$ cat src/pkg/pix_pkg.sv
// Constants, types and vector lookup for the peripheral interrupt expander
`default_nettype none
package pix_pkg;
  // ----------------------------------------------------------------
  // Sizes
  // ----------------------------------------------------------------
  localparam int PIX_SRC_COUNT = 16;
  localparam int PIX_IDX_W = 4;
  localparam int PIX_SEL_COUNT = 8;
  localparam int PIX_LVL_COUNT = 4;
  localparam int PIX_SYNC_W = 2;

  // ----------------------------------------------------------------
  // Source positions, ordered by priority within a level
  // ----------------------------------------------------------------
  localparam int SRC_POWER_DRIVE = 0;
  localparam int SRC_CONVERTER = 1;
  localparam int SRC_EXT_A = 2;
  localparam int SRC_EXT_B = 3;
  localparam int SRC_SYNC_SERIAL = 4;
  localparam int SRC_ASYNC_RX = 5;
  localparam int SRC_ASYNC_TX = 6;
  localparam int SRC_CAN_MAILBOX = 7;
  localparam int SRC_CAN_ERROR = 8;
  localparam int SRC_COMPARE_A = 9;
  localparam int SRC_COMPARE_B = 10;
  localparam int SRC_COMPARE_C = 11;
  localparam int SRC_TIMER_PERIOD = 12;
  localparam int SRC_TIMER_COMPARE = 13;
  localparam int SRC_TIMER_UNDER = 14;
  localparam int SRC_TIMER_OVER = 15;

  // ----------------------------------------------------------------
  // Level membership masks
  // ----------------------------------------------------------------
  localparam logic [PIX_SRC_COUNT-1:0] LVL_ONE_MASK = 16'h01FF;
  localparam logic [PIX_SRC_COUNT-1:0] LVL_TWO_MASK = 16'hFE00;
  localparam logic [PIX_SRC_COUNT-1:0] LVL_FIVE_MASK = 16'h01F0;
  localparam logic [PIX_SRC_COUNT-1:0] LVL_SIX_MASK = 16'h000E;
  localparam logic [PIX_SRC_COUNT-1:0] SELECTABLE_MASK = 16'h01FE;

  // ----------------------------------------------------------------
  // CPU vectors
  // ----------------------------------------------------------------
  localparam logic [15:0] VEC_RESET = 16'h0000;
  localparam logic [15:0] VEC_LVL_ONE = 16'h0002;
  localparam logic [15:0] VEC_LVL_TWO = 16'h0004;
  localparam logic [15:0] VEC_LVL_FIVE = 16'h000A;
  localparam logic [15:0] VEC_LVL_SIX = 16'h000C;
  localparam logic [15:0] VEC_NMI = 16'h0024;
  localparam logic [15:0] VEC_EMU_TRAP = 16'h0026;
  localparam logic [15:0] VEC_NONE = 16'hFFFF;

  // ----------------------------------------------------------------
  // Peripheral vector codes
  // ----------------------------------------------------------------
  localparam logic [15:0] PVEC_PHANTOM = 16'h0000;
  localparam logic [15:0] PVEC_POWER_DRIVE = 16'h0020;
  localparam logic [15:0] PVEC_CONVERTER = 16'h0004;
  localparam logic [15:0] PVEC_EXT_A = 16'h0001;
  localparam logic [15:0] PVEC_EXT_B = 16'h0011;
  localparam logic [15:0] PVEC_SYNC_SERIAL = 16'h0005;
  localparam logic [15:0] PVEC_ASYNC_RX = 16'h0006;
  localparam logic [15:0] PVEC_ASYNC_TX = 16'h0007;
  localparam logic [15:0] PVEC_CAN_MAILBOX = 16'h0040;
  localparam logic [15:0] PVEC_CAN_ERROR = 16'h0041;
  localparam logic [15:0] PVEC_COMPARE_A = 16'h0021;
  localparam logic [15:0] PVEC_COMPARE_B = 16'h0022;
  localparam logic [15:0] PVEC_COMPARE_C = 16'h0023;
  localparam logic [15:0] PVEC_TIMER_PERIOD = 16'h0027;
  localparam logic [15:0] PVEC_TIMER_COMPARE = 16'h0028;
  localparam logic [15:0] PVEC_TIMER_UNDER = 16'h0029;
  localparam logic [15:0] PVEC_TIMER_OVER = 16'h002A;

  // ----------------------------------------------------------------
  // Types
  // ----------------------------------------------------------------
  typedef enum logic [1:0] {
    PIX_ACK_ONE = 2'h0,
    PIX_ACK_TWO = 2'h1,
    PIX_ACK_FIVE = 2'h2,
    PIX_ACK_SIX = 2'h3
  } pix_ack_level_t;

  typedef struct packed {
    logic [15:0] vectorCode;
    logic vectorValid;
    logic [PIX_SRC_COUNT-1:0] ackClear;
    logic [15:0] topVector;
  } pix_top_state_t;

  typedef struct packed {
    logic [PIX_SYNC_W-1:0] stageOne;
    logic [PIX_SYNC_W-1:0] stageTwo;
  } pix_sync_state_t;

  // Peripheral vector code of a source position
  function automatic logic [15:0] pix_periph_vector(input logic [PIX_IDX_W-1:0] idx);
    logic [15:0] code;
    code = PVEC_PHANTOM;
    case (idx)
      4'h0: code = PVEC_POWER_DRIVE;
      4'h1: code = PVEC_CONVERTER;
      4'h2: code = PVEC_EXT_A;
      4'h3: code = PVEC_EXT_B;
      4'h4: code = PVEC_SYNC_SERIAL;
      4'h5: code = PVEC_ASYNC_RX;
      4'h6: code = PVEC_ASYNC_TX;
      4'h7: code = PVEC_CAN_MAILBOX;
      4'h8: code = PVEC_CAN_ERROR;
      4'h9: code = PVEC_COMPARE_A;
      4'hA: code = PVEC_COMPARE_B;
      4'hB: code = PVEC_COMPARE_C;
      4'hC: code = PVEC_TIMER_PERIOD;
      4'hD: code = PVEC_TIMER_COMPARE;
      4'hE: code = PVEC_TIMER_UNDER;
      4'hF: code = PVEC_TIMER_OVER;
      default: code = PVEC_PHANTOM;
    endcase
    return code;
  endfunction
endpackage
`default_nettype wire

$ cat src/pkg/pix_arb_if.sv
// Request and winner carrier between the expander and one level arbiter
`timescale 1ns/10ps
`default_nettype none
interface pix_arb_if;
  import pix_pkg::*;
  logic [PIX_SRC_COUNT-1:0] req;
  logic any;
  logic [PIX_IDX_W-1:0] winIdx;
  modport arb (input req, output any, output winIdx);
  modport user (output req, input any, input winIdx);
endinterface
`default_nettype wire

$ cat src/design/pix_pin_sync.sv
// Two-stage synchroniser for pin inputs
`timescale 1ns/10ps
`default_nettype none
module pix_pin_sync
(
  input wire logic core_clk,
  input wire logic reset,
  input wire logic [pix_pkg::PIX_SYNC_W-1:0] pinIn,
  output logic [pix_pkg::PIX_SYNC_W-1:0] pinSync
);
  import pix_pkg::*;

  pix_sync_state_t state_q;
  pix_sync_state_t state_d;

  always_comb
  begin
    state_d = state_q;
    state_d.stageOne = pinIn;
    state_d.stageTwo = state_q.stageOne;
  end

  always_ff @(posedge core_clk)
  begin
    if (reset)
    begin
      state_q <= '0;
    end
    else
    begin
      state_q <= state_d;
    end
  end

  assign pinSync = state_q.stageTwo;

  a_sync_two_stage: assert property (@(posedge core_clk) disable iff (reset)
    !$past(reset) && !$past(reset, 2) && $past(pinIn, 3) == $past(pinIn, 2)
      |-> ##0 pinSync == $past(pinIn, 2))
    else $error("pin synchroniser delay is not two cycles");
endmodule // pix_pin_sync
`default_nettype wire

$ cat src/design/pix_level_arbiter.sv
// Fixed-priority arbiter for one CPU request level
`timescale 1ns/10ps
`default_nettype none
module pix_level_arbiter
(
  pix_arb_if.arb arbIf
);
  import pix_pkg::*;

  always_comb
  begin
    arbIf.any = |arbIf.req;
    arbIf.winIdx = '0;
    // Lowest position wins
    for (int i = PIX_SRC_COUNT - 1; i >= 0; i--)
    begin
      if (arbIf.req[i])
      begin
        arbIf.winIdx = PIX_IDX_W'(i);
      end
    end
  end

  a_lowest_wins: assert property (@(arbIf.req)
    arbIf.any |-> arbIf.req[arbIf.winIdx]
      && ((arbIf.req & ((PIX_SRC_COUNT'(1) << arbIf.winIdx) - PIX_SRC_COUNT'(1))) == '0))
    else $error("arbiter winner is not the lowest pending source");
endmodule // pix_level_arbiter
`default_nettype wire

$ cat src/design/pix_interrupt_expander.sv
// Peripheral interrupt expander: maps peripheral requests onto CPU levels
`timescale 1ns/10ps
`default_nettype none
module pix_interrupt_expander
(
  input wire logic core_clk,
  input wire logic reset,
  input wire logic resetPin,
  input wire logic watchdogTimeout,
  input wire logic nmiPin,
  input wire logic emuTrap,
  input wire logic [pix_pkg::PIX_SRC_COUNT-1:0] srcFlag,
  input wire logic [pix_pkg::PIX_SRC_COUNT-1:0] srcEnable,
  input wire logic [pix_pkg::PIX_SEL_COUNT-1:0] srcHighPri,
  input wire logic cpuAck,
  input wire pix_pkg::pix_ack_level_t cpuAckLevel,
  output logic resetRequest,
  output logic nmiRequest,
  output logic cpuLevelOneRequest,
  output logic cpuLevelTwoRequest,
  output logic cpuLevelFiveRequest,
  output logic cpuLevelSixRequest,
  output logic [15:0] topVector,
  output logic [15:0] vectorCode,
  output logic vectorValid,
  output logic [pix_pkg::PIX_SRC_COUNT-1:0] ackClear
);
  import pix_pkg::*;

  // ----------------------------------------------------------------
  // Pin synchronisers
  // ----------------------------------------------------------------
  logic [PIX_SYNC_W-1:0] pinSync;
  logic resetPinSync;
  logic nmiPinSync;

  pix_pin_sync u_pin_sync
  (
    .core_clk(core_clk),
    .reset(reset),
    .pinIn({nmiPin, resetPin}),
    .pinSync(pinSync)
  );

  assign resetPinSync = pinSync[0];
  assign nmiPinSync = pinSync[1];

  // ----------------------------------------------------------------
  // Request gating and level routing
  // ----------------------------------------------------------------
  logic [PIX_SRC_COUNT-1:0] reqGated;
  logic [PIX_SRC_COUNT-1:0] highMode;
  logic [PIX_SRC_COUNT-1:0] lvlReq [PIX_LVL_COUNT];
  logic lvlAny [PIX_LVL_COUNT];
  logic [PIX_IDX_W-1:0] lvlIdx [PIX_LVL_COUNT];

  assign reqGated = srcFlag & srcEnable;
  assign highMode = ~SELECTABLE_MASK | {7'h00, srcHighPri, 1'b0};

  assign lvlReq[PIX_ACK_ONE] = reqGated & LVL_ONE_MASK & highMode;
  assign lvlReq[PIX_ACK_TWO] = reqGated & LVL_TWO_MASK;
  assign lvlReq[PIX_ACK_FIVE] = reqGated & LVL_FIVE_MASK & ~highMode;
  assign lvlReq[PIX_ACK_SIX] = reqGated & LVL_SIX_MASK & ~highMode;

  pix_arb_if lvlIf [PIX_LVL_COUNT] ();

  for (genvar g = 0; g < PIX_LVL_COUNT; g++)
  begin : g_level
    assign lvlIf[g].req = lvlReq[g];
    assign lvlAny[g] = lvlIf[g].any;
    assign lvlIdx[g] = lvlIf[g].winIdx;
    pix_level_arbiter u_arb
    (
      .arbIf(lvlIf[g])
    );
  end

  assign resetRequest = resetPinSync | watchdogTimeout;
  assign nmiRequest = nmiPinSync;
  assign cpuLevelOneRequest = lvlAny[PIX_ACK_ONE];
  assign cpuLevelTwoRequest = lvlAny[PIX_ACK_TWO];
  assign cpuLevelFiveRequest = lvlAny[PIX_ACK_FIVE];
  assign cpuLevelSixRequest = lvlAny[PIX_ACK_SIX];

  // ----------------------------------------------------------------
  // Acknowledge, vector fetch and top vector
  // ----------------------------------------------------------------
  pix_top_state_t state_q;
  pix_top_state_t state_d;

  always_comb
  begin
    state_d = state_q;
    state_d.vectorValid = 1'b0;
    state_d.ackClear = '0;
    if (cpuAck)
    begin
      state_d.vectorValid = 1'b1;
      if (lvlAny[cpuAckLevel])
      begin
        state_d.vectorCode = pix_periph_vector(lvlIdx[cpuAckLevel]);
        state_d.ackClear = PIX_SRC_COUNT'(1) << lvlIdx[cpuAckLevel];
      end
      else
      begin
        state_d.vectorCode = PVEC_PHANTOM;
      end
    end
    // Fixed order: reset, emulator trap, NMI, then maskable levels
    if (resetRequest)
    begin
      state_d.topVector = VEC_RESET;
    end
    else if (emuTrap)
    begin
      state_d.topVector = VEC_EMU_TRAP;
    end
    else if (nmiRequest)
    begin
      state_d.topVector = VEC_NMI;
    end
    else if (lvlAny[PIX_ACK_ONE])
    begin
      state_d.topVector = VEC_LVL_ONE;
    end
    else if (lvlAny[PIX_ACK_TWO])
    begin
      state_d.topVector = VEC_LVL_TWO;
    end
    else if (lvlAny[PIX_ACK_FIVE])
    begin
      state_d.topVector = VEC_LVL_FIVE;
    end
    else if (lvlAny[PIX_ACK_SIX])
    begin
      state_d.topVector = VEC_LVL_SIX;
    end
    else
    begin
      state_d.topVector = VEC_NONE;
    end
  end

  always_ff @(posedge core_clk)
  begin
    if (reset)
    begin
      state_q.vectorCode <= PVEC_PHANTOM;
      state_q.vectorValid <= 1'b0;
      state_q.ackClear <= '0;
      state_q.topVector <= VEC_RESET;
    end
    else
    begin
      state_q <= state_d;
    end
  end

  assign topVector = state_q.topVector;
  assign vectorCode = state_q.vectorCode;
  assign vectorValid = state_q.vectorValid;
  assign ackClear = state_q.ackClear;

  // ----------------------------------------------------------------
  // Checks
  // ----------------------------------------------------------------
  a_reset_top: assert property (@(posedge core_clk) disable iff (reset)
    resetRequest |=> topVector == VEC_RESET)
    else $error("reset did not take the top vector");

  a_nmi_third: assert property (@(posedge core_clk) disable iff (reset)
    nmiRequest && !resetRequest && !emuTrap |=> topVector == VEC_NMI)
    else $error("nmi did not vector to its location");

  a_power_drive_lvl: assert property (@(posedge core_clk) disable iff (reset)
    cpuAck && cpuAckLevel == PIX_ACK_ONE && reqGated[SRC_POWER_DRIVE]
      |=> vectorCode == PVEC_POWER_DRIVE && topVector == VEC_LVL_ONE || $past(resetRequest)
        || $past(emuTrap) || $past(nmiRequest))
    else $error("power drive request not first on level one");

  a_flag_gating: assert property (@(posedge core_clk) disable iff (reset)
    reqGated == '0 |-> !cpuLevelOneRequest && !cpuLevelTwoRequest
      && !cpuLevelFiveRequest && !cpuLevelSixRequest)
    else $error("level request without gated flag");

  a_low_mode_route: assert property (@(posedge core_clk) disable iff (reset)
    reqGated == (PIX_SRC_COUNT'(1) << SRC_CONVERTER) && !srcHighPri[0]
      |-> cpuLevelSixRequest && !cpuLevelOneRequest)
    else $error("low priority converter request misrouted");

  a_compare_first: assert property (@(posedge core_clk) disable iff (reset)
    cpuAck && cpuAckLevel == PIX_ACK_TWO && reqGated[SRC_COMPARE_A]
      |=> vectorValid && vectorCode == PVEC_COMPARE_A && ackClear[SRC_COMPARE_A])
    else $error("compare unit A not served first on level two");

  a_timer_period: assert property (@(posedge core_clk) disable iff (reset)
    cpuAck && cpuAckLevel == PIX_ACK_TWO && reqGated[15:9] == 7'h08
      |=> vectorCode == PVEC_TIMER_PERIOD)
    else $error("timer period code wrong");

  a_single_cycle: assert property (@(posedge core_clk) disable iff (reset)
    cpuAck ##1 !cpuAck |-> vectorValid ##1 !vectorValid)
    else $error("vector fetch not single cycle");

  a_ack_clear_one: assert property (@(posedge core_clk) disable iff (reset)
    cpuAck && lvlAny[cpuAckLevel] |=> $onehot(ackClear) ##1 ackClear == '0 || $past(cpuAck))
    else $error("acknowledge clear pulse malformed");

  a_converter_code: assert property (@(posedge core_clk) disable iff (reset)
    cpuAck && cpuAckLevel == PIX_ACK_ONE && lvlAny[PIX_ACK_ONE]
      && lvlIdx[PIX_ACK_ONE] == PIX_IDX_W'(SRC_CONVERTER) |=> vectorCode == PVEC_CONVERTER)
    else $error("converter code wrong");

  a_ext_a_code: assert property (@(posedge core_clk) disable iff (reset)
    cpuAck && cpuAckLevel == PIX_ACK_ONE && lvlAny[PIX_ACK_ONE]
      && lvlIdx[PIX_ACK_ONE] == PIX_IDX_W'(SRC_EXT_A) |=> vectorCode == PVEC_EXT_A)
    else $error("external pin A code wrong");

  a_ext_b_code: assert property (@(posedge core_clk) disable iff (reset)
    cpuAck && cpuAckLevel == PIX_ACK_ONE && lvlAny[PIX_ACK_ONE]
      && lvlIdx[PIX_ACK_ONE] == PIX_IDX_W'(SRC_EXT_B) |=> vectorCode == PVEC_EXT_B)
    else $error("external pin B code wrong");

  a_sync_serial_code: assert property (@(posedge core_clk) disable iff (reset)
    cpuAck && cpuAckLevel == PIX_ACK_ONE && lvlAny[PIX_ACK_ONE]
      && lvlIdx[PIX_ACK_ONE] == PIX_IDX_W'(SRC_SYNC_SERIAL) |=> vectorCode == PVEC_SYNC_SERIAL)
    else $error("sync serial code wrong");

  a_async_rx_code: assert property (@(posedge core_clk) disable iff (reset)
    cpuAck && cpuAckLevel == PIX_ACK_ONE && lvlAny[PIX_ACK_ONE]
      && lvlIdx[PIX_ACK_ONE] == PIX_IDX_W'(SRC_ASYNC_RX) |=> vectorCode == PVEC_ASYNC_RX)
    else $error("async receive code wrong");

  a_async_tx_code: assert property (@(posedge core_clk) disable iff (reset)
    cpuAck && cpuAckLevel == PIX_ACK_ONE && lvlAny[PIX_ACK_ONE]
      && lvlIdx[PIX_ACK_ONE] == PIX_IDX_W'(SRC_ASYNC_TX) |=> vectorCode == PVEC_ASYNC_TX)
    else $error("async transmit code wrong");

  a_can_mailbox_code: assert property (@(posedge core_clk) disable iff (reset)
    cpuAck && cpuAckLevel == PIX_ACK_ONE && lvlAny[PIX_ACK_ONE]
      && lvlIdx[PIX_ACK_ONE] == PIX_IDX_W'(SRC_CAN_MAILBOX) |=> vectorCode == PVEC_CAN_MAILBOX)
    else $error("can mailbox code wrong");

  a_can_error_code: assert property (@(posedge core_clk) disable iff (reset)
    cpuAck && cpuAckLevel == PIX_ACK_ONE && lvlAny[PIX_ACK_ONE]
      && lvlIdx[PIX_ACK_ONE] == PIX_IDX_W'(SRC_CAN_ERROR) |=> vectorCode == PVEC_CAN_ERROR)
    else $error("can error code wrong");

  a_timer_compare: assert property (@(posedge core_clk) disable iff (reset)
    cpuAck && cpuAckLevel == PIX_ACK_TWO && lvlAny[PIX_ACK_TWO]
      && lvlIdx[PIX_ACK_TWO] == PIX_IDX_W'(SRC_TIMER_COMPARE) |=> vectorCode == PVEC_TIMER_COMPARE)
    else $error("timer compare code wrong");

  a_timer_under: assert property (@(posedge core_clk) disable iff (reset)
    cpuAck && cpuAckLevel == PIX_ACK_TWO && lvlAny[PIX_ACK_TWO]
      && lvlIdx[PIX_ACK_TWO] == PIX_IDX_W'(SRC_TIMER_UNDER) |=> vectorCode == PVEC_TIMER_UNDER)
    else $error("timer underflow code wrong");

  a_timer_over: assert property (@(posedge core_clk) disable iff (reset)
    cpuAck && cpuAckLevel == PIX_ACK_TWO && lvlAny[PIX_ACK_TWO]
      && lvlIdx[PIX_ACK_TWO] == PIX_IDX_W'(SRC_TIMER_OVER) |=> vectorCode == PVEC_TIMER_OVER)
    else $error("timer overflow code wrong");

  a_compare_b_code: assert property (@(posedge core_clk) disable iff (reset)
    cpuAck && cpuAckLevel == PIX_ACK_TWO && lvlAny[PIX_ACK_TWO]
      && lvlIdx[PIX_ACK_TWO] == PIX_IDX_W'(SRC_COMPARE_B) |=> vectorCode == PVEC_COMPARE_B)
    else $error("compare unit B code wrong");

  a_compare_c_code: assert property (@(posedge core_clk) disable iff (reset)
    cpuAck && cpuAckLevel == PIX_ACK_TWO && lvlAny[PIX_ACK_TWO]
      && lvlIdx[PIX_ACK_TWO] == PIX_IDX_W'(SRC_COMPARE_C) |=> vectorCode == PVEC_COMPARE_C)
    else $error("compare unit C code wrong");

  a_phantom_ack: assert property (@(posedge core_clk) disable iff (reset)
    cpuAck && !lvlAny[cpuAckLevel] |=> vectorCode == PVEC_PHANTOM && ackClear == '0)
    else $error("empty level acknowledge not phantom");

  a_converter_route: assert property (@(posedge core_clk) disable iff (reset)
    reqGated[SRC_CONVERTER] && srcHighPri[SRC_CONVERTER - 1] |-> cpuLevelOneRequest)
    else $error("high priority converter not on level one");

  a_can_low_route: assert property (@(posedge core_clk) disable iff (reset)
    reqGated[SRC_CAN_ERROR] && !srcHighPri[SRC_CAN_ERROR - 1] |-> cpuLevelFiveRequest)
    else $error("low priority can error not on level five");

  a_ext_low_route: assert property (@(posedge core_clk) disable iff (reset)
    reqGated[SRC_EXT_B] && !srcHighPri[SRC_EXT_B - 1] |-> cpuLevelSixRequest)
    else $error("low priority external pin not on level six");
endmodule // pix_interrupt_expander
`default_nettype wire

$ cat config.mk
export PLATFORM = sky130hd
export DESIGN_NAME = pix_interrupt_expander
export DESIGN_NICKNAME = d
export VERILOG_FILES = /design/src/pkg/pix_pkg.sv /design/src/pkg/pix_arb_if.sv /design/src/design/pix_pin_sync.sv /design/src/design/pix_level_arbiter.sv /design/src/design/pix_interrupt_expander.sv
export SDC_FILE = /design/constraint.sdc
export NUM_CORES = 1
export LEC_CHECK = 0
export ABC_AREA = 1
export BUFFER_PORTS_ARGS = -buffer_cell sky130_fd_sc_hd__buf_2
export CORE_ASPECT_RATIO = 0.7
export CORE_MARGIN = 1.5
export CORE_UTILIZATION = 32
export CTS_CLUSTER_DIAMETER = 30
export DETAILED_ROUTE_END_ITERATION = 8
export PLACE_DENSITY = 0.57
export SYNTH_ARGS = -nofsm -noshare
export SYNTH_HDL_FRONTEND = slang
export SYNTH_SLANG_ARGS = --single-unit
export TNS_END_PERCENT = 10
$ cat constraint.sdc
create_clock -name core_clk -period 2.5 [get_ports core_clk]
set_clock_uncertainty 0.05 [all_clocks]
set_input_delay 0.75 -clock core_clk [delete_from_list [all_inputs] [get_ports core_clk]]
set_output_delay 0.75 -clock core_clk [all_outputs]
set_load 0.1 [all_outputs]
After elaboration in Yosys (flattened, before gate mapping)

Memory sizes are Yosys's and may differ from the RTL's.
Index checks and enable logic that the tools add are counted.
W data, S select, Z words.

Bits in read-only memories: 112
Output and inout port bits: 55
Memories: 1
Word-level logic and storage cells: 98
Bits in registers: 53
Bits of input ports: 49

Memories:

| name             | depth | bits a word | rd ports | clocked after memory_dff | wr ports | line           | source |
|---|---|---|---|---|---|---|---|
| (name not given) | 16    | 7           | 1        | 0                        | 0        | pix_pkg.sv:101 | `case (idx)` |

Order comparisons: 1
Bitwise operators: 9
Reductions and logical operators: 8
Mux-type cells: 70
Shift operators: 1

Operators by type and width:

| cell                   | count |
|---|---|
| $mux W4                | 57 |
| $mux W16               | 3 |
| $reduce_or A16 Y1      | 3 |
| $reduce_or A43 Y1      | 1 |
| $and A9 B16 Y16        | 2 |
| $mux W6                | 5 |
| $reduce_or A27 Y1      | 1 |
| $mux W17               | 1 |
| $and A16 B16 Y16       | 1 |
| $and A4 B16 Y16        | 1 |
| $not A16 Y16           | 1 |
| $shl A1 B4 Y16 const A | 1 |
| $bmux W4 S2            | 1 |
| $reduce_or A7 Y1       | 1 |
| $ge A3 B3 Y1 const B   | 1 |
| $not A2 Y3             | 1 |
| $reduce_or A3 Y1       | 1 |
| $bmux W1 S2            | 1 |
| $mux W1                | 2 |
| $not A1 Y1             | 2 |
| $reduce_or A2 Y1       | 1 |
| $or A1 B1 Y1           | 1 |

Longest topological paths before layout

Gate-level depths: netlist of the first run.

Word-level depth: 24
Gate-level depth with buffers: 19

Hierarchy

A second synthesis of the first run with hierarchy kept.

Cell total of the unflattened synthesis: 449
Area total of the unflattened synthesis: 2576.2 sq um

Modules (own cells, without submodules):

| module                 | cells each | instances | area an instance (sq um) |
|---|---|---|---|
| pix_interrupt_expander | 241        | 1         | 1630.3 |
| pix_level_arbiter      | 49         | 4         | 209.0 |
| pix_pin_sync           | 12         | 1         | 110.1 |

Worst setup path before layout of the first run

OpenSTA, ideal clock, no wires.

Path kind: input-to-output
Start: input srcFlag[14] in the netlist's numbering
End: output cpuLevelTwoRequest
Buffers on the path: 0
Arrival time: 1.706 ns
Path slack: -0.006 ns
Stages on the path: 6
Data required time: 1.700 ns
Cells stage by stage: nand2_1 nand2_1 inv_1 nand2_1 inv_1 nand2_1

Word-level cells in the longest chain between the ends: 2

Ends and longest elaborated chain:

| element          | line                         | source |
|---|---|---|
| start, declared  | pix_interrupt_expander.sv:12 | `input wire logic [pix_pkg::PIX_SRC_COUNT-1:0] srcFlag,` |
| $and A16 B16 Y16 | pix_interrupt_expander.sv:57 | `assign reqGated = srcFlag & srcEnable;` |
| $reduce_or A7 Y1 | pix_level_arbiter.sv:12      | `arbIf.any = \|arbIf.req;` |
| end, declared    | pix_interrupt_expander.sv:20 | `output logic cpuLevelTwoRequest,` |

No other way between the ends.

Worst setup path after layout of the first run

Start: input srcFlag[5] in the netlist's numbering
End: output cpuLevelOneRequest

Word-level cells in the longest chain between the ends: 3

Ends and longest elaborated chain:

| element           | line                         | source |
|---|---|---|
| $and A16 B16 Y16  | pix_interrupt_expander.sv:57 |  |
| $and A9 B16 Y16   | pix_interrupt_expander.sv:60 | `assign lvlReq[PIX_ACK_ONE] = reqGated & LVL_ONE_MASK & highMode;` |
| $reduce_or A16 Y1 | pix_level_arbiter.sv:12      |  |
| end, declared     | pix_interrupt_expander.sv:19 | `output logic cpuLevelOneRequest,` |

No other way between the ends.

==> impl_results.md, run 1 <==
* Status: completed
* Global-route wire length before repair at 8038 um
* CP max stage delay at 0.22 ns
* Routed wire length per instance at 10.86 um
* Final Hold Viols at 0
* Setup repair bufs after CTS at 0
* Post-synthesis instance area at ~2000 um2
* Root buffer selected by CTS: sky130_fd_sc_hd__clkbuf_8
* Clock insertion delay at the later pin of the skew report at 0.28 ns
* Flip-flop and latch count after synthesis at 33
* Number of violations reported at the end of detailed-routing iteration 0 at 100
* Chain of cells forming the critical path: buf_2 -> nand3_1 -> nand2_2 -> nor2_2 -> nand3_4 -> buf_12
* Cells after synthesis at 284
* Half-perimeter wire length after placement at around 4000 um
* Core Area at 5871 um2
* Unrepaired setup endpoints after global routing: no
* Per-cell via count in the routed design at 4.291
* Overall overflow remaining after global route at 0
* DRC violation count after routing at 0
* Data arrival time of the critical path at 1.62 ns
* Leak at 0.001525 uW
* Commonest non-fill, non-tap cell in the layout: sky130_fd_sc_hd__buf_2
* Number of setup violations in the final report at 0
* Worst reg-to-reg setup slack at 1.06 ns
* Maximum clock path buffer count at 2
* Worst Path Max Fanout at 3
* Remaining number of nets flagged by the antenna check after routing at 0
* Deepest level of the CTS H-tree at 2
* Proportion of layout cells with a drive suffix above 1 at 35.47%
* Power density of the placed cells at 596.2 nW/um2
* Clock sink count at 33
* Most frequent cells in the layout: 89 x sky130_fd_sc_hd__buf_2, 70 x sky130_fd_sc_hd__nand2_1, 35 x sky130_fd_sc_hd__nor2_1
* Clock slew at reported path FFs at approximately 0.06 ns
* Worst IR drop on VDD at ~0.35 mV
* Via count of the first global-routing pass at 1759
* CTS tree: done
* Total Neg Setup Slack at 0 ns
* Num rows at 23
* Post-synthesis to final-layout area growth at 32.29%
* Global Route Usage Sum at roughly 15%
* Category of the worst setup path launch point: input pin
* Number of synthesis warnings at 0
* Layout Utilization at between 40% and 50%
* Achievable Freq at 412.6 MHz
* Critical path endpoint category: primary output
* Die area at just under 7000 um2
* Worst setup path category: in2out
* Min Tclk post-route at 2.424 ns
* Total Routed Length at 4887 um
* Number of buffers created by CTS at 5
* DRT Pass-1 Iters at 4
* Post-Place Worst Slack at about 0.016 ns
* Final-stage net count at 430
* Maximum number of pins on one net before global-route repair at 13
* Number of antenna violations at the first check in global routing at 0
* Required time at the endpoint of the critical path at 1.70 ns
* Final worst-path cycle share at a little over nine tenths
* Count of unique library cells instantiated by Yosys at 29
* N_diodes at 0
* Slew Limit Fails at 0
* Hold Path Class: reg2reg
* Fin worst setup slack at roughly 0.076 ns
* Top Ports at 104
* Seq/Total Area, Yosys at 32.98%
* Critical Path Slowest Stage Cell: sky130_fd_sc_hd__nor2_2
* Number of maximum-capacitance violations at 0
* DR vias at approximately 1900
* Input/output buffers at 94
* GPL Wtd Cong at 0.8666
* Initial Utilization at 34.12%
* Syn_area_per_cell at 7.053 um2
* Die Span Y at between 60 and 70 um
* Horizontal die dimension at slightly below 100 um
[routing by layer]
metal	vias up	track usage [%]	wire length (um)
met5	-	0	0
met4	0	4.603	38
met3	5	4.839	418
met2	72	20.37	1870
met1	813	22.17	2560
li1	1041	-	-
[final timing paths]
path | depth (start not counted) | to | startpoint
max | 6 | cpuLevelOneRequest | srcFlag[5]
min | 2 | u_pin_sync.pinSync[0]$_SDFF_PP0_ | u_pin_sync.state_d[0]$_SDFF_PP0_
max reg2reg | 4 | topVector[14]$_SDFF_PP0_ | u_pin_sync.pinSync[1]$_SDFF_PP0_
min reg2reg | 2 | u_pin_sync.pinSync[0]$_SDFF_PP0_ | u_pin_sync.state_d[0]$_SDFF_PP0_
[metrics by stage]
stage	cells	hold slack, ns	power (uW)	area [um2]
final	450	0.3564	1580	2650
after global routing	450	0.3682	1654	2650
after CTS	450	0.3567	1589	2638
after detailed placement	442	0.3480	1083	2521
after global placement	442	0.3431	1082	2521
after floorplan	292	0.3383	959.4	2036
[cell usage after synthesis (all sizes together)]
master | count | area share [%]
nor4 | 1 | 0.62
o22ai | 1 | 0.31
o21bai | 2 | 0.75
ha | 7 | 4.4
dfxtp | 33 | 33
o21ai | 9 | 2.4
o211ai | 3 | 1.1
nand2 | 81 | 17
a21oi | 9 | 2.4
or4 | 1 | 0.37
nand3b | 4 | 2.7
nand3 | 31 | 8.5
nor2 | 42 | 9.7
inv | 35 | 6.6
buf | 23 | 9.2
nand4 | 1 | 0.31
conb | 1 | 0.19
[flip-flops by register name, indices dropped and copies added (netlist names)]
signal,cells
vectorValid,1
u_pin_sync.pinSync,2
ackClear,16
u_pin_sync.state_d,2
topVector,5
vectorCode,7
[power breakdown]
part           internal [uW]  switching, uW
Combinational            137            393
Clock                    325            178
Sequential               542           5.68
Total                   1000            577
[repair_timing]
| item | in CTS | in global routing |
|---|---|---|
| hold buffers | 0 | 0 |
| setup endpoints to repair | 0 | 1 |
| hold endpoints to repair | 0 | 0 |
| gates resized for setup | 0 | 2 |
[logic make-up (layout without fill, tap and decap cells)]
kind of cell / after synthesis / in the layout / share of synthesized area (%)
other cells: 1 / 9 / 0.1872
simple gates: 161 / 161 / 39.66
fa+ha+maj: 7 / 7 / 4.372
buf+inv: 58 / 141 / 15.74
compound gates: 24 / 24 / 7.058
flops: 33 / 33 / 32.98
[critical path, delay by kind of cell]
| family | cells | cell delay [ns] |
|---|---|---|
| buffers and inverters | 2 | 0.31 |
| AND/OR/NAND/NOR | 4 | 0.56 |
[cell type report]
class                      count  area, um2
fill                         610       3221
multi-input combinational    201       1072
clock buffer                   7      86.33
clock inverter                 1      30.03
sequential                    33      660.6
inverter                      35      131.4
timing repair buffer          98      575.6
tap                           75      93.84
Note: power is estimated with default switching activity, not from simulation.
==> inputs of run 2 (changes only) <==
--- a/config.mk
+++ b/config.mk
@@ -12,8 +12,9 @@
 export CORE_UTILIZATION = 32
 export CTS_CLUSTER_DIAMETER = 30
 export DETAILED_ROUTE_END_ITERATION = 8
-export PLACE_DENSITY = 0.57
+export PLACE_DENSITY = 0.54
 export SYNTH_ARGS = -nofsm -noshare
 export SYNTH_HDL_FRONTEND = slang
+export SYNTH_HIERARCHICAL = 1
 export SYNTH_SLANG_ARGS = --single-unit
 export TNS_END_PERCENT = 10
==> run 2 against run 1 <==
  * The run now ends with negative setup slack left
  * Register-to-register slack better by 0.42 ns
  * Critical endpoint is now cpuLevelTwoRequest
  * Synthesized area is 29% higher
  * Largest cell class unchanged
  * Worst setup slack worse by 0.17 ns
  * Worst hold slack worse by 0.0020 ns
  * Non-clock buffer count is 31 higher
  * Largest power group is now clock
==> impl_results.md, run 2 <==
* Status: complete, but fails checks (was completed)
* Failing checks: negative setup slack
* Worst min-delay path endpoint: u_pin_sync/pinSync[1]$_SDFF_PP0_ (was u_pin_sync.pinSync[0]$_SDFF_PP0_)
* Met3 track utilization from global routing at 3.073% (was 4.839%)
* Number of synthesis warnings at 6 (was 0)
* Depth of the worst register-to-register path at 4 (unchanged)
* Largest registers ranked by flip-flop count: ackClear (16), vectorCode (7), topVector (5) (unchanged)
* Root buffer selected by CTS: sky130_fd_sc_hd__clkbuf_16 (was sky130_fd_sc_hd__clkbuf_8)
* Hold path startpoint: u_pin_sync/state_d[1]$_SDFF_PP0_ (was u_pin_sync.state_d[0]$_SDFF_PP0_)
* Global-route wire length before repair at 10410 um (was 8038 um)
* Number of antenna violations at the first check in global routing at 0 (unchanged)
* Design Power at 1853 uW (was 1580 uW)
* DR vias at 2884 (was 1931)
* Via count of the first global-routing pass at 2571 (was 1759)
* Synth async-reset ratio at 0% (unchanged)
* Maximum number of pins on one net before global-route repair at 13 (unchanged)
* Cells after synthesis at 449 (was 284)
* Deepest level of the CTS H-tree at 2 (unchanged)
* Leak at 0.002300 uW (was 0.001525 uW)
* Most crowded layer after global routing: met2 (was met1)
* Slew Limit Fails at 0 (unchanged)
* Worst Path Max Fanout at 2 (was 3)
* Number of buffers created by CTS at 5 (unchanged)
* Die area at 8606 um2 (was 6751 um2)
* CTS Hold Bufs at 0 (unchanged)
* Remaining number of nets flagged by the antenna check after routing at 0 (unchanged)
* Worst setup path category: in2out (unchanged)
* Portion of synthesized cell area occupied by the leading cell type at 25.64% (was 32.98%)
* Post-synthesis to final-layout area growth at 55.22% (was 32.29%)
* Half-perimeter wire length after placement at 5172 um (was 4065 um)
* Most repeated cell in the gate-level netlist after synthesis: sky130_fd_sc_hd__nand2_1 (unchanged)
* Flip-flop and latch count after synthesis at 33 (unchanged)
* Worst IR drop on VDD at 0.3805 mV (was 0.3519 mV)
* Number of maximum-capacitance violations at 0 (unchanged)
* Number of violations reported at the end of detailed-routing iteration 0 at 64 (was 100)
* Maximum clock path buffer count at 2 (unchanged)
* Power density of the placed cells at 463.4 nW/um2 (was 596.2 nW/um2)
* Die Span Y at 78.07 um (was 69.20 um)
* Per-cell via count in the routed design at 3.887 (was 4.291)
* Number of setup violations in the final report at 3 (was 0)
* Required time at the endpoint of the critical path at 1.70 ns (about the same)
* Number of enable flip-flop cells after synthesis at 0 (unchanged)
* Worst reg-to-reg setup slack at 1.48 ns (was 1.06 ns)
* Final Hold Viols at 0 (unchanged)
* DRT Pass-1 Iters at 4 (unchanged)
* Launch instance of the worst register-to-register path: u_pin_sync/pinSync[1]$_SDFF_PP0_ (was u_pin_sync.pinSync[1]$_SDFF_PP0_)
* Main synth FF type: sky130_fd_sc_hd__dfxtp_1 (unchanged)
* Fin worst setup slack at -0.09644 ns (was 0.07629 ns)
* Clock sink count at 33 (unchanged)
* Post-synthesis instance area at 2576 um2 (was 2003 um2)
* N_diodes at 0 (unchanged)
* Met1 Track Usage GR at 20.16% (was 22.17%)
* Routing usage on met2 at 24.51% (was 20.37%)
* Input/output buffers at 94 (unchanged)
* Fin Hold WS at 0.3545 ns (was 0.3564 ns)
* Global Route Usage Sum at 14.82% (was 14.98%)
* Count of unique library cells instantiated by Yosys at 28 (was 29)
* Critical path endpoint category: primary output (unchanged)
* Min-Delay Path Depth at 2 (unchanged)
* Clock insertion delay at the later pin of the skew report at 0.27 ns (was 0.28 ns)
* CTS tree: done (unchanged)
* Proportion of layout cells with a drive suffix above 1 at 34.79% (was 35.47%)
* Core Area at 7838 um2 (was 5871 um2)
* Top cells by area, synth: sky130_fd_sc_hd__dfxtp_1 26%, sky130_fd_sc_hd__nand2_1 18%, sky130_fd_sc_hd__inv_1 10% (was sky130_fd_sc_hd__dfxtp_1 33%, sky130_fd_sc_hd__nand2_1 13%, sky130_fd_sc_hd__buf_4 7.5%)
* Num rows at 27 (was 23)
* Post-Place Worst Slack at -0.2594 ns (was 0.01632 ns)
* Top Ports at 104 (unchanged)
* Final-stage net count at 695 (was 430)
* Overall overflow remaining after global route at 0 (unchanged)
* GPL Wtd Cong at 0.8138 (was 0.8666)
* Routed wire length per instance at 8.439 um (was 10.86 um)
* Unrepaired setup endpoints after global routing: yes (was no)
* Clock slew at reported path FFs at 0.05 ns (was 0.06 ns)
* Hold Path Class: reg2reg (unchanged)
* Most flops, register: ackClear (unchanged)
* Category of the worst setup path launch point: input pin (unchanged)
* Reg2Reg Capture Point: topVector[14]$_SDFF_PP0_ (unchanged)
* Data arrival time of the critical path at 1.80 ns (was 1.62 ns)
* DRC violation count after routing at 0 (unchanged)
* Total Routed Length at 6262 um (was 4887 um)
* Commonest non-fill, non-tap cell in the layout: sky130_fd_sc_hd__nand2_1 (was sky130_fd_sc_hd__buf_2)
* Number of flip-flops in the largest register at 16 (unchanged)
* Syn_area_per_cell at 5.738 um2 (was 7.053 um2)
* Seq/Total Area, Yosys at 25.64% (was 32.98%)
* Most frequent cells in the layout: 107 x sky130_fd_sc_hd__nand2_1, 88 x sky130_fd_sc_hd__buf_2, 78 x sky130_fd_sc_hd__conb_1 (was 89 x sky130_fd_sc_hd__buf_2, 70 x sky130_fd_sc_hd__nand2_1, 35 x sky130_fd_sc_hd__nor2_1)
* Final worst-path cycle share at 103.9% (was 96.95%)
* Horizontal die dimension at 110.2 um (was 97.57 um)
* Initial Utilization at 32.87% (was 34.12%)
* Achievable Freq at 385.1 MHz (was 412.6 MHz)
* Min Tclk post-route at 2.596 ns (was 2.424 ns)
* Largest area contributor in the netlist: sky130_fd_sc_hd__dfxtp_1 (unchanged)
* Commonest cells in the synthesized netlist: 124 x sky130_fd_sc_hd__nand2_1, 69 x sky130_fd_sc_hd__inv_1, 64 x sky130_fd_sc_hd__nor2_1 (was 71 x sky130_fd_sc_hd__nand2_1, 35 x sky130_fd_sc_hd__nor2_1, 33 x sky130_fd_sc_hd__dfxtp_1, 33 x sky130_fd_sc_hd__inv_1, 28 x sky130_fd_sc_hd__nand3_1)
==> run 2: cell count changes after synthesis, sizes merged, moves of 3 or more <==
cell,previous run,this run
nor3,0,13
nand3b,4,1
inv,35,96
nand2,81,129
nor4,1,5
nor2,42,67
or2,0,4
o21ai,9,3
a21oi,9,18
nand3,31,45
nand4,1,4
==> run 2: worst max-delay path, cell delays in order <==
cell	delay, ns
sky130_fd_sc_hd__buf_6	0.09
sky130_fd_sc_hd__nand2_2	0.06
sky130_fd_sc_hd__inv_2	0.04
sky130_fd_sc_hd__or2_4	0.25
sky130_fd_sc_hd__nor4_2	0.21
sky130_fd_sc_hd__buf_4	0.16
sky130_fd_sc_hd__nand2_4	0.07
sky130_fd_sc_hd__buf_12	0.17
==> run 2: routing by layer <==
layer / share of wire [%] / vias up
met4: 0.54 / 0
met5: 0 / -
li1: - / 1644
met2: 44 / 62
met3: 5.0 / 4
met1: 51 / 1174
==> run 2: worst max path at each step <==
stage,from,end
4_1_cts,srcEnable[15],cpuLevelTwoRequest
6_report,srcEnable[15],cpuLevelTwoRequest
5_1_grt,srcEnable[15],vectorCode[1]$_SDFFE_PP0P_
2_1_floorplan,srcFlag[13],vectorCode[1]$_SDFFE_PP0P_
3_3_place_gp,srcFlag[14],cpuLevelTwoRequest
3_5_place_dp,srcFlag[14],vectorCode[1]$_SDFFE_PP0P_
==> run 2: per-stage QoR <==
stage	TNS, ns	instances	area, um2	util [%]
floorplan	-0.1970	526	2887	-
global placement	-3.302	731	3581	45.69
detailed placement	-3.416	731	3581	45.69
CTS	-0.2560	741	3810	48.61
global route	-1.966	742	3999	51.02
finish	-0.1367	742	3999	51.02
==> run 2: area by class of cell <==
| cell class | instances | area (um2) |
|---|---|---|
| clock buffer | 7 | 142.6 |
| timing repair buffer | 129 | 812.0 |
| inverter | 96 | 362.8 |
| clock inverter | 1 | 30.03 |
| fill | 815 | 3839 |
| sequential | 33 | 660.6 |
| multi-input combinational | 375 | 1864 |
| tap | 101 | 126.4 |
==> run 2: what timing repair did <==
action,4_1_cts,5_1_grt
setup buffers,2,1
gates resized for setup,12,47
setup endpoints to repair,3,27
pin swaps,4,18
==> run 2: kinds of logic (layout without fill, tap and decap cells) <==
| family | after synthesis | in the layout | synth area share (%) |
|---|---|---|---|
| compound gates | 22 | 22 | 5.100 |
| fa+ha+maj | 6 | 6 | 2.914 |
| buf+inv | 118 | 233 | 20.69 |
| flops | 33 | 33 | 25.64 |
| other cells | 1 | 78 | 0.1456 |
| simple gates | 269 | 269 | 45.51 |
==> run 2: report_power, final <==
| part | switching, uW | total, uW | internal [uW] | leakage [uW] |
|---|---|---|---|---|
| logic | 410 | 607 | 197 | 0.00195 |
| clock network | 201 | 698 | 497 | 0.0000841 |
| registers | 6.00 | 548 | 542 | 0.000268 |
==> inputs of run 3 (changes only) <==
--- a/config.mk
+++ b/config.mk
@@ -7,12 +7,15 @@
 export LEC_CHECK = 0
 export ABC_AREA = 1
 export BUFFER_PORTS_ARGS = -buffer_cell sky130_fd_sc_hd__buf_2
+export CELL_PAD_IN_SITES_DETAIL_PLACEMENT = 0
+export CELL_PAD_IN_SITES_GLOBAL_PLACEMENT = 2
 export CORE_ASPECT_RATIO = 0.7
 export CORE_MARGIN = 1.5
-export CORE_UTILIZATION = 32
+export CORE_UTILIZATION = 23
 export CTS_CLUSTER_DIAMETER = 30
 export DETAILED_ROUTE_END_ITERATION = 8
-export PLACE_DENSITY = 0.54
+export PLACE_DENSITY = 0.76
+export SETUP_SLACK_MARGIN = 0.5
 export SYNTH_ARGS = -nofsm -noshare
 export SYNTH_HDL_FRONTEND = slang
 export SYNTH_HIERARCHICAL = 1
==> run 3 against run 2 <==
  * The flow still finishes with violations (negative setup slack)
  * Register-to-register slack got worse by 0.03 ns
  * Via count increased by 0.52%
  * Sequential cell count did not move
  * Critical path type unchanged
  * Highest routed layer unchanged
==> impl_results.md, run 3 (same netlist as run 2, synthesis figures left out) <==
* Required time at the endpoint of the critical path at 1.70 ns (about the same)
* Final Hold Viols at 0 (unchanged)
* Final-stage net count at 698 (was 695)
* Category of the worst setup path launch point: input pin (unchanged)
* Total Routed Length at 6800 um (was 6262 um)
* Worst min-delay path endpoint: u_pin_sync/pinSync[1]$_SDFF_PP0_ (unchanged)
* Worst reg-to-reg setup slack at 1.45 ns (was 1.48 ns)
* DR vias at 2899 (was 2884)
* Unrepaired setup endpoints after global routing: yes (unchanged)
* Number of setup violations in the final report at 3 (unchanged)
* Design Power at 1872 uW (was 1853 uW)
* Deepest level of the CTS H-tree at 2 (unchanged)
* Launch instance of the worst register-to-register path: u_pin_sync/pinSync[1]$_SDFF_PP0_ (unchanged)
* Number of violations reported at the end of detailed-routing iteration 0 at 42 (was 64)
* CTS Hold Bufs at 0 (unchanged)
* Horizontal die dimension at 129.5 um (was 110.2 um)
* Input/output buffers at 94 (unchanged)
* Initial Utilization at 23.48% (was 32.87%)
* Failing checks: negative setup slack (unchanged)
* Number of antenna violations at the first check in global routing at 0 (unchanged)
* Maximum clock path buffer count at 2 (unchanged)
* Net switching share of the total power at 33.67% (was 33.28%)
* Worst IR drop on VDD at 0.3578 mV (was 0.3805 mV)
* Count of filler cells inserted in the layout at 1242 (was 815)
* Num rows at 32 (was 27)
* Remaining number of nets flagged by the antenna check after routing at 0 (unchanged)
* Worst Path Max Fanout at 2 (unchanged)
* Core Area at 10970 um2 (was 7838 um2)
* Root buffer selected by CTS: sky130_fd_sc_hd__clkbuf_16 (unchanged)
* Power density of the placed cells at 441.8 nW/um2 (was 463.4 nW/um2)
* Layout Utilization at 38.63% (was 51.02%)
* Post-Place Worst Slack at -0.2764 ns (was -0.2594 ns)
* Clock sink count at 33 (unchanged)
* Hold path startpoint: u_pin_sync/state_d[1]$_SDFF_PP0_ (unchanged)
* Most frequent cells in the layout: 107 x sky130_fd_sc_hd__nand2_1, 78 x sky130_fd_sc_hd__conb_1, 68 x sky130_fd_sc_hd__buf_2 (was 107 x sky130_fd_sc_hd__nand2_1, 88 x sky130_fd_sc_hd__buf_2, 78 x sky130_fd_sc_hd__conb_1)
* N_diodes at 0 (unchanged)
* Family with the most delay on the worst path: simple AND/OR/NAND/NOR gates (unchanged)
* Half-perimeter wire length after placement at 5604 um (was 5172 um)
* Number of buffers created by CTS at 5 (unchanged)
* GPL Wtd Cong at 0.7853 (was 0.8138)
* Reg2Reg Capture Point: topVector[14]$_SDFF_PP0_ (unchanged)
* Min-Delay Path Depth at 2 (unchanged)
* Depth of the worst register-to-register path at 4 (unchanged)
* Largest registers ranked by flip-flop count: ackClear (16), vectorCode (7), topVector (5) (unchanged)
* Per-cell via count in the routed design at 3.637 (was 3.887)
* Share of total power in combinational logic at 33.0% (was 32.8%)
* Leak at 0.002387 uW (was 0.002300 uW)
* Worst setup path category: in2out (unchanged)
* Proportion of layout cells with a drive suffix above 1 at 36.96% (was 34.79%)
* Number of flip-flops in the largest register at 16 (unchanged)
* Chain of cells forming the critical path: buf_6 -> nand2_4 -> inv_2 -> or2_4 -> nor4_4 -> nand2_4 -> buf_12 (was buf_6 -> nand2_2 -> inv_2 -> or2_4 -> nor4_2 -> buf_4 -> nand2_4 -> buf_12)
* Achievable Freq at 378.5 MHz (was 385.1 MHz)
* Relative contribution of the clock network to total power at 37.8% (was 37.7%)
* Maximum number of pins on one net before global-route repair at 13 (unchanged)
* Clock insertion delay at the later pin of the skew report at 0.27 ns (about the same)
* Routed wire length per instance at 8.532 um (was 8.439 um)
* Number of buffer and inverter instances along the worst setup path at 3 (was 4)
* Critical Path Slowest Stage Cell: sky130_fd_sc_hd__nor4_4 (was sky130_fd_sc_hd__or2_4)
* Pint at 1242 uW (was 1236 uW)
* Die area at 11850 um2 (was 8606 um2)
* Top Ports at 104 (unchanged)
* Fin Hold WS at 0.3548 ns (was 0.3545 ns)
* Placed Cells at 787 (was 731)
* Number of maximum-capacitance violations at 0 (unchanged)
* Fin worst setup slack at -0.1421 ns (was -0.09644 ns)
* Most flops, register: ackClear (unchanged)
* Critical path endpoint category: primary output (unchanged)
* Switching power total at 630.3 uW (was 616.7 uW)
* Clock slew at reported path FFs at 0.05 ns (about the same)
* Die Span Y at 91.55 um (was 78.07 um)
* Min Tclk post-route at 2.642 ns (was 2.596 ns)
* Hold Path Class: reg2reg (unchanged)
* Final worst-path cycle share at 105.7% (was 103.9%)
* DRT Pass-1 Iters at 5 (was 4)
* CP max stage delay at 0.33 ns (was 0.25 ns)
* CTS tree: done (unchanged)
* Most frequent cell on the critical path: sky130_fd_sc_hd__nand2_4
* Global-route wire length before repair at 11420 um (was 10410 um)
* Post-synthesis to final-layout area growth at 64.50% (was 55.22%)
* DRC violation count after routing at 0 (unchanged)
* Post-layout instance count excluding filler cells at 797 (was 742)
* Overall overflow remaining after global route at 0 (unchanged)
* Part of the total power dissipated in sequential elements at 29.2% (was 29.6%)
* Slew Limit Fails at 0 (unchanged)
* Via count of the first global-routing pass at 2676 (was 2571)
* Commonest non-fill, non-tap cell in the layout: sky130_fd_sc_hd__nand2_1 (unchanged)
* Data arrival time of the critical path at 1.84 ns (was 1.80 ns)
* Status: complete, but fails checks (unchanged)
* Global Route Usage Sum at 11.79% (was 14.82%)
## run 3: cell types whose count changed in the layout (fill, tap and decap cells not counted), moves of 4 or more
cell	change
sky130_fd_sc_hd__buf_2	-20
sky130_fd_sc_hd__buf_4	+17
sky130_fd_sc_hd__buf_6	+5
sky130_fd_sc_hd__nand2_2	-5
sky130_fd_sc_hd__nand2_4	+5
sky130_fd_sc_hd__nor2_2	+4
## run 3: power groups by stage
stage | combinational [uW] | sequential [uW] | clock, uW
2_1_floorplan | 332 | 654 | 0
3_3_place_gp | 559 | 558 | 0
3_5_place_dp | 562 | 558 | 0
4_1_cts | 593 | 547 | 721
5_1_grt | 682 | 549 | 745
6_report | 618 | 547 | 707
## run 3: timing repair
action,4_1_cts,5_1_grt
cloned,0,0
setup endpoints to repair,42,45
pin swaps,17,19
buffers inserted,1,1
gates resized for setup,56,20
## run 3: through the flow
step                      TNS (ns)  cell area [um2]
after global placement      -3.829             3765
after detailed placement    -3.931             3765
after CTS                  -0.1355             4146
final                      -0.1747             4238
after floorplan                  0             2975
after global routing        -1.551             4238
## run 3: worst max path at each step
stage	startpoint	endpoint	slack [ns]	cells after the start
after detailed placement	srcFlag[14]	cpuLevelTwoRequest	-0.28	7
after global routing	srcFlag[14]	vectorCode[6]$_SDFFE_PP0P_	-0.20	20
after floorplan	srcFlag[13]	vectorCode[1]$_SDFFE_PP0P_	0.006	24
final	srcFlag[14]	cpuLevelTwoRequest	-0.14	7
after CTS	srcEnable[15]	cpuLevelTwoRequest	-0.13	7
after global placement	srcFlag[14]	cpuLevelTwoRequest	-0.28	7
## run 3: final cells by class
cell class | instances | area [um2] | area share, %
Timing Repair Buffer | 132 | 915.9 | 21.61
Tap cell | 153 | 191.4 | 4.517
Sequential cell | 33 | 661.9 | 15.62
Clock buffer | 7 | 142.6 | 3.366
Multi-Input combinational cell | 375 | 1933 | 45.62
Clock inverter | 1 | 30.03 | 0.7086
Inverter | 96 | 362.8 | 8.562
## run 3: worst reg2reg max path: cells and delay by family, from the launching register on
kind | cells | cell delay, ns
flip-flops | 1 | 0.31
buffers and inverters | 1 | 0.10
AND/OR/NAND/NOR | 3 | 0.52
## run 3: layer usage
metal  track usage (%)  wire length [um]  vias to the layer above
met5                 0                 0                        -
met4             3.056                74                        0
met3             1.532               269                        9
met2             19.19              2920                       55
met1             16.33              3536                     1189
li1                  -                 -                     1646
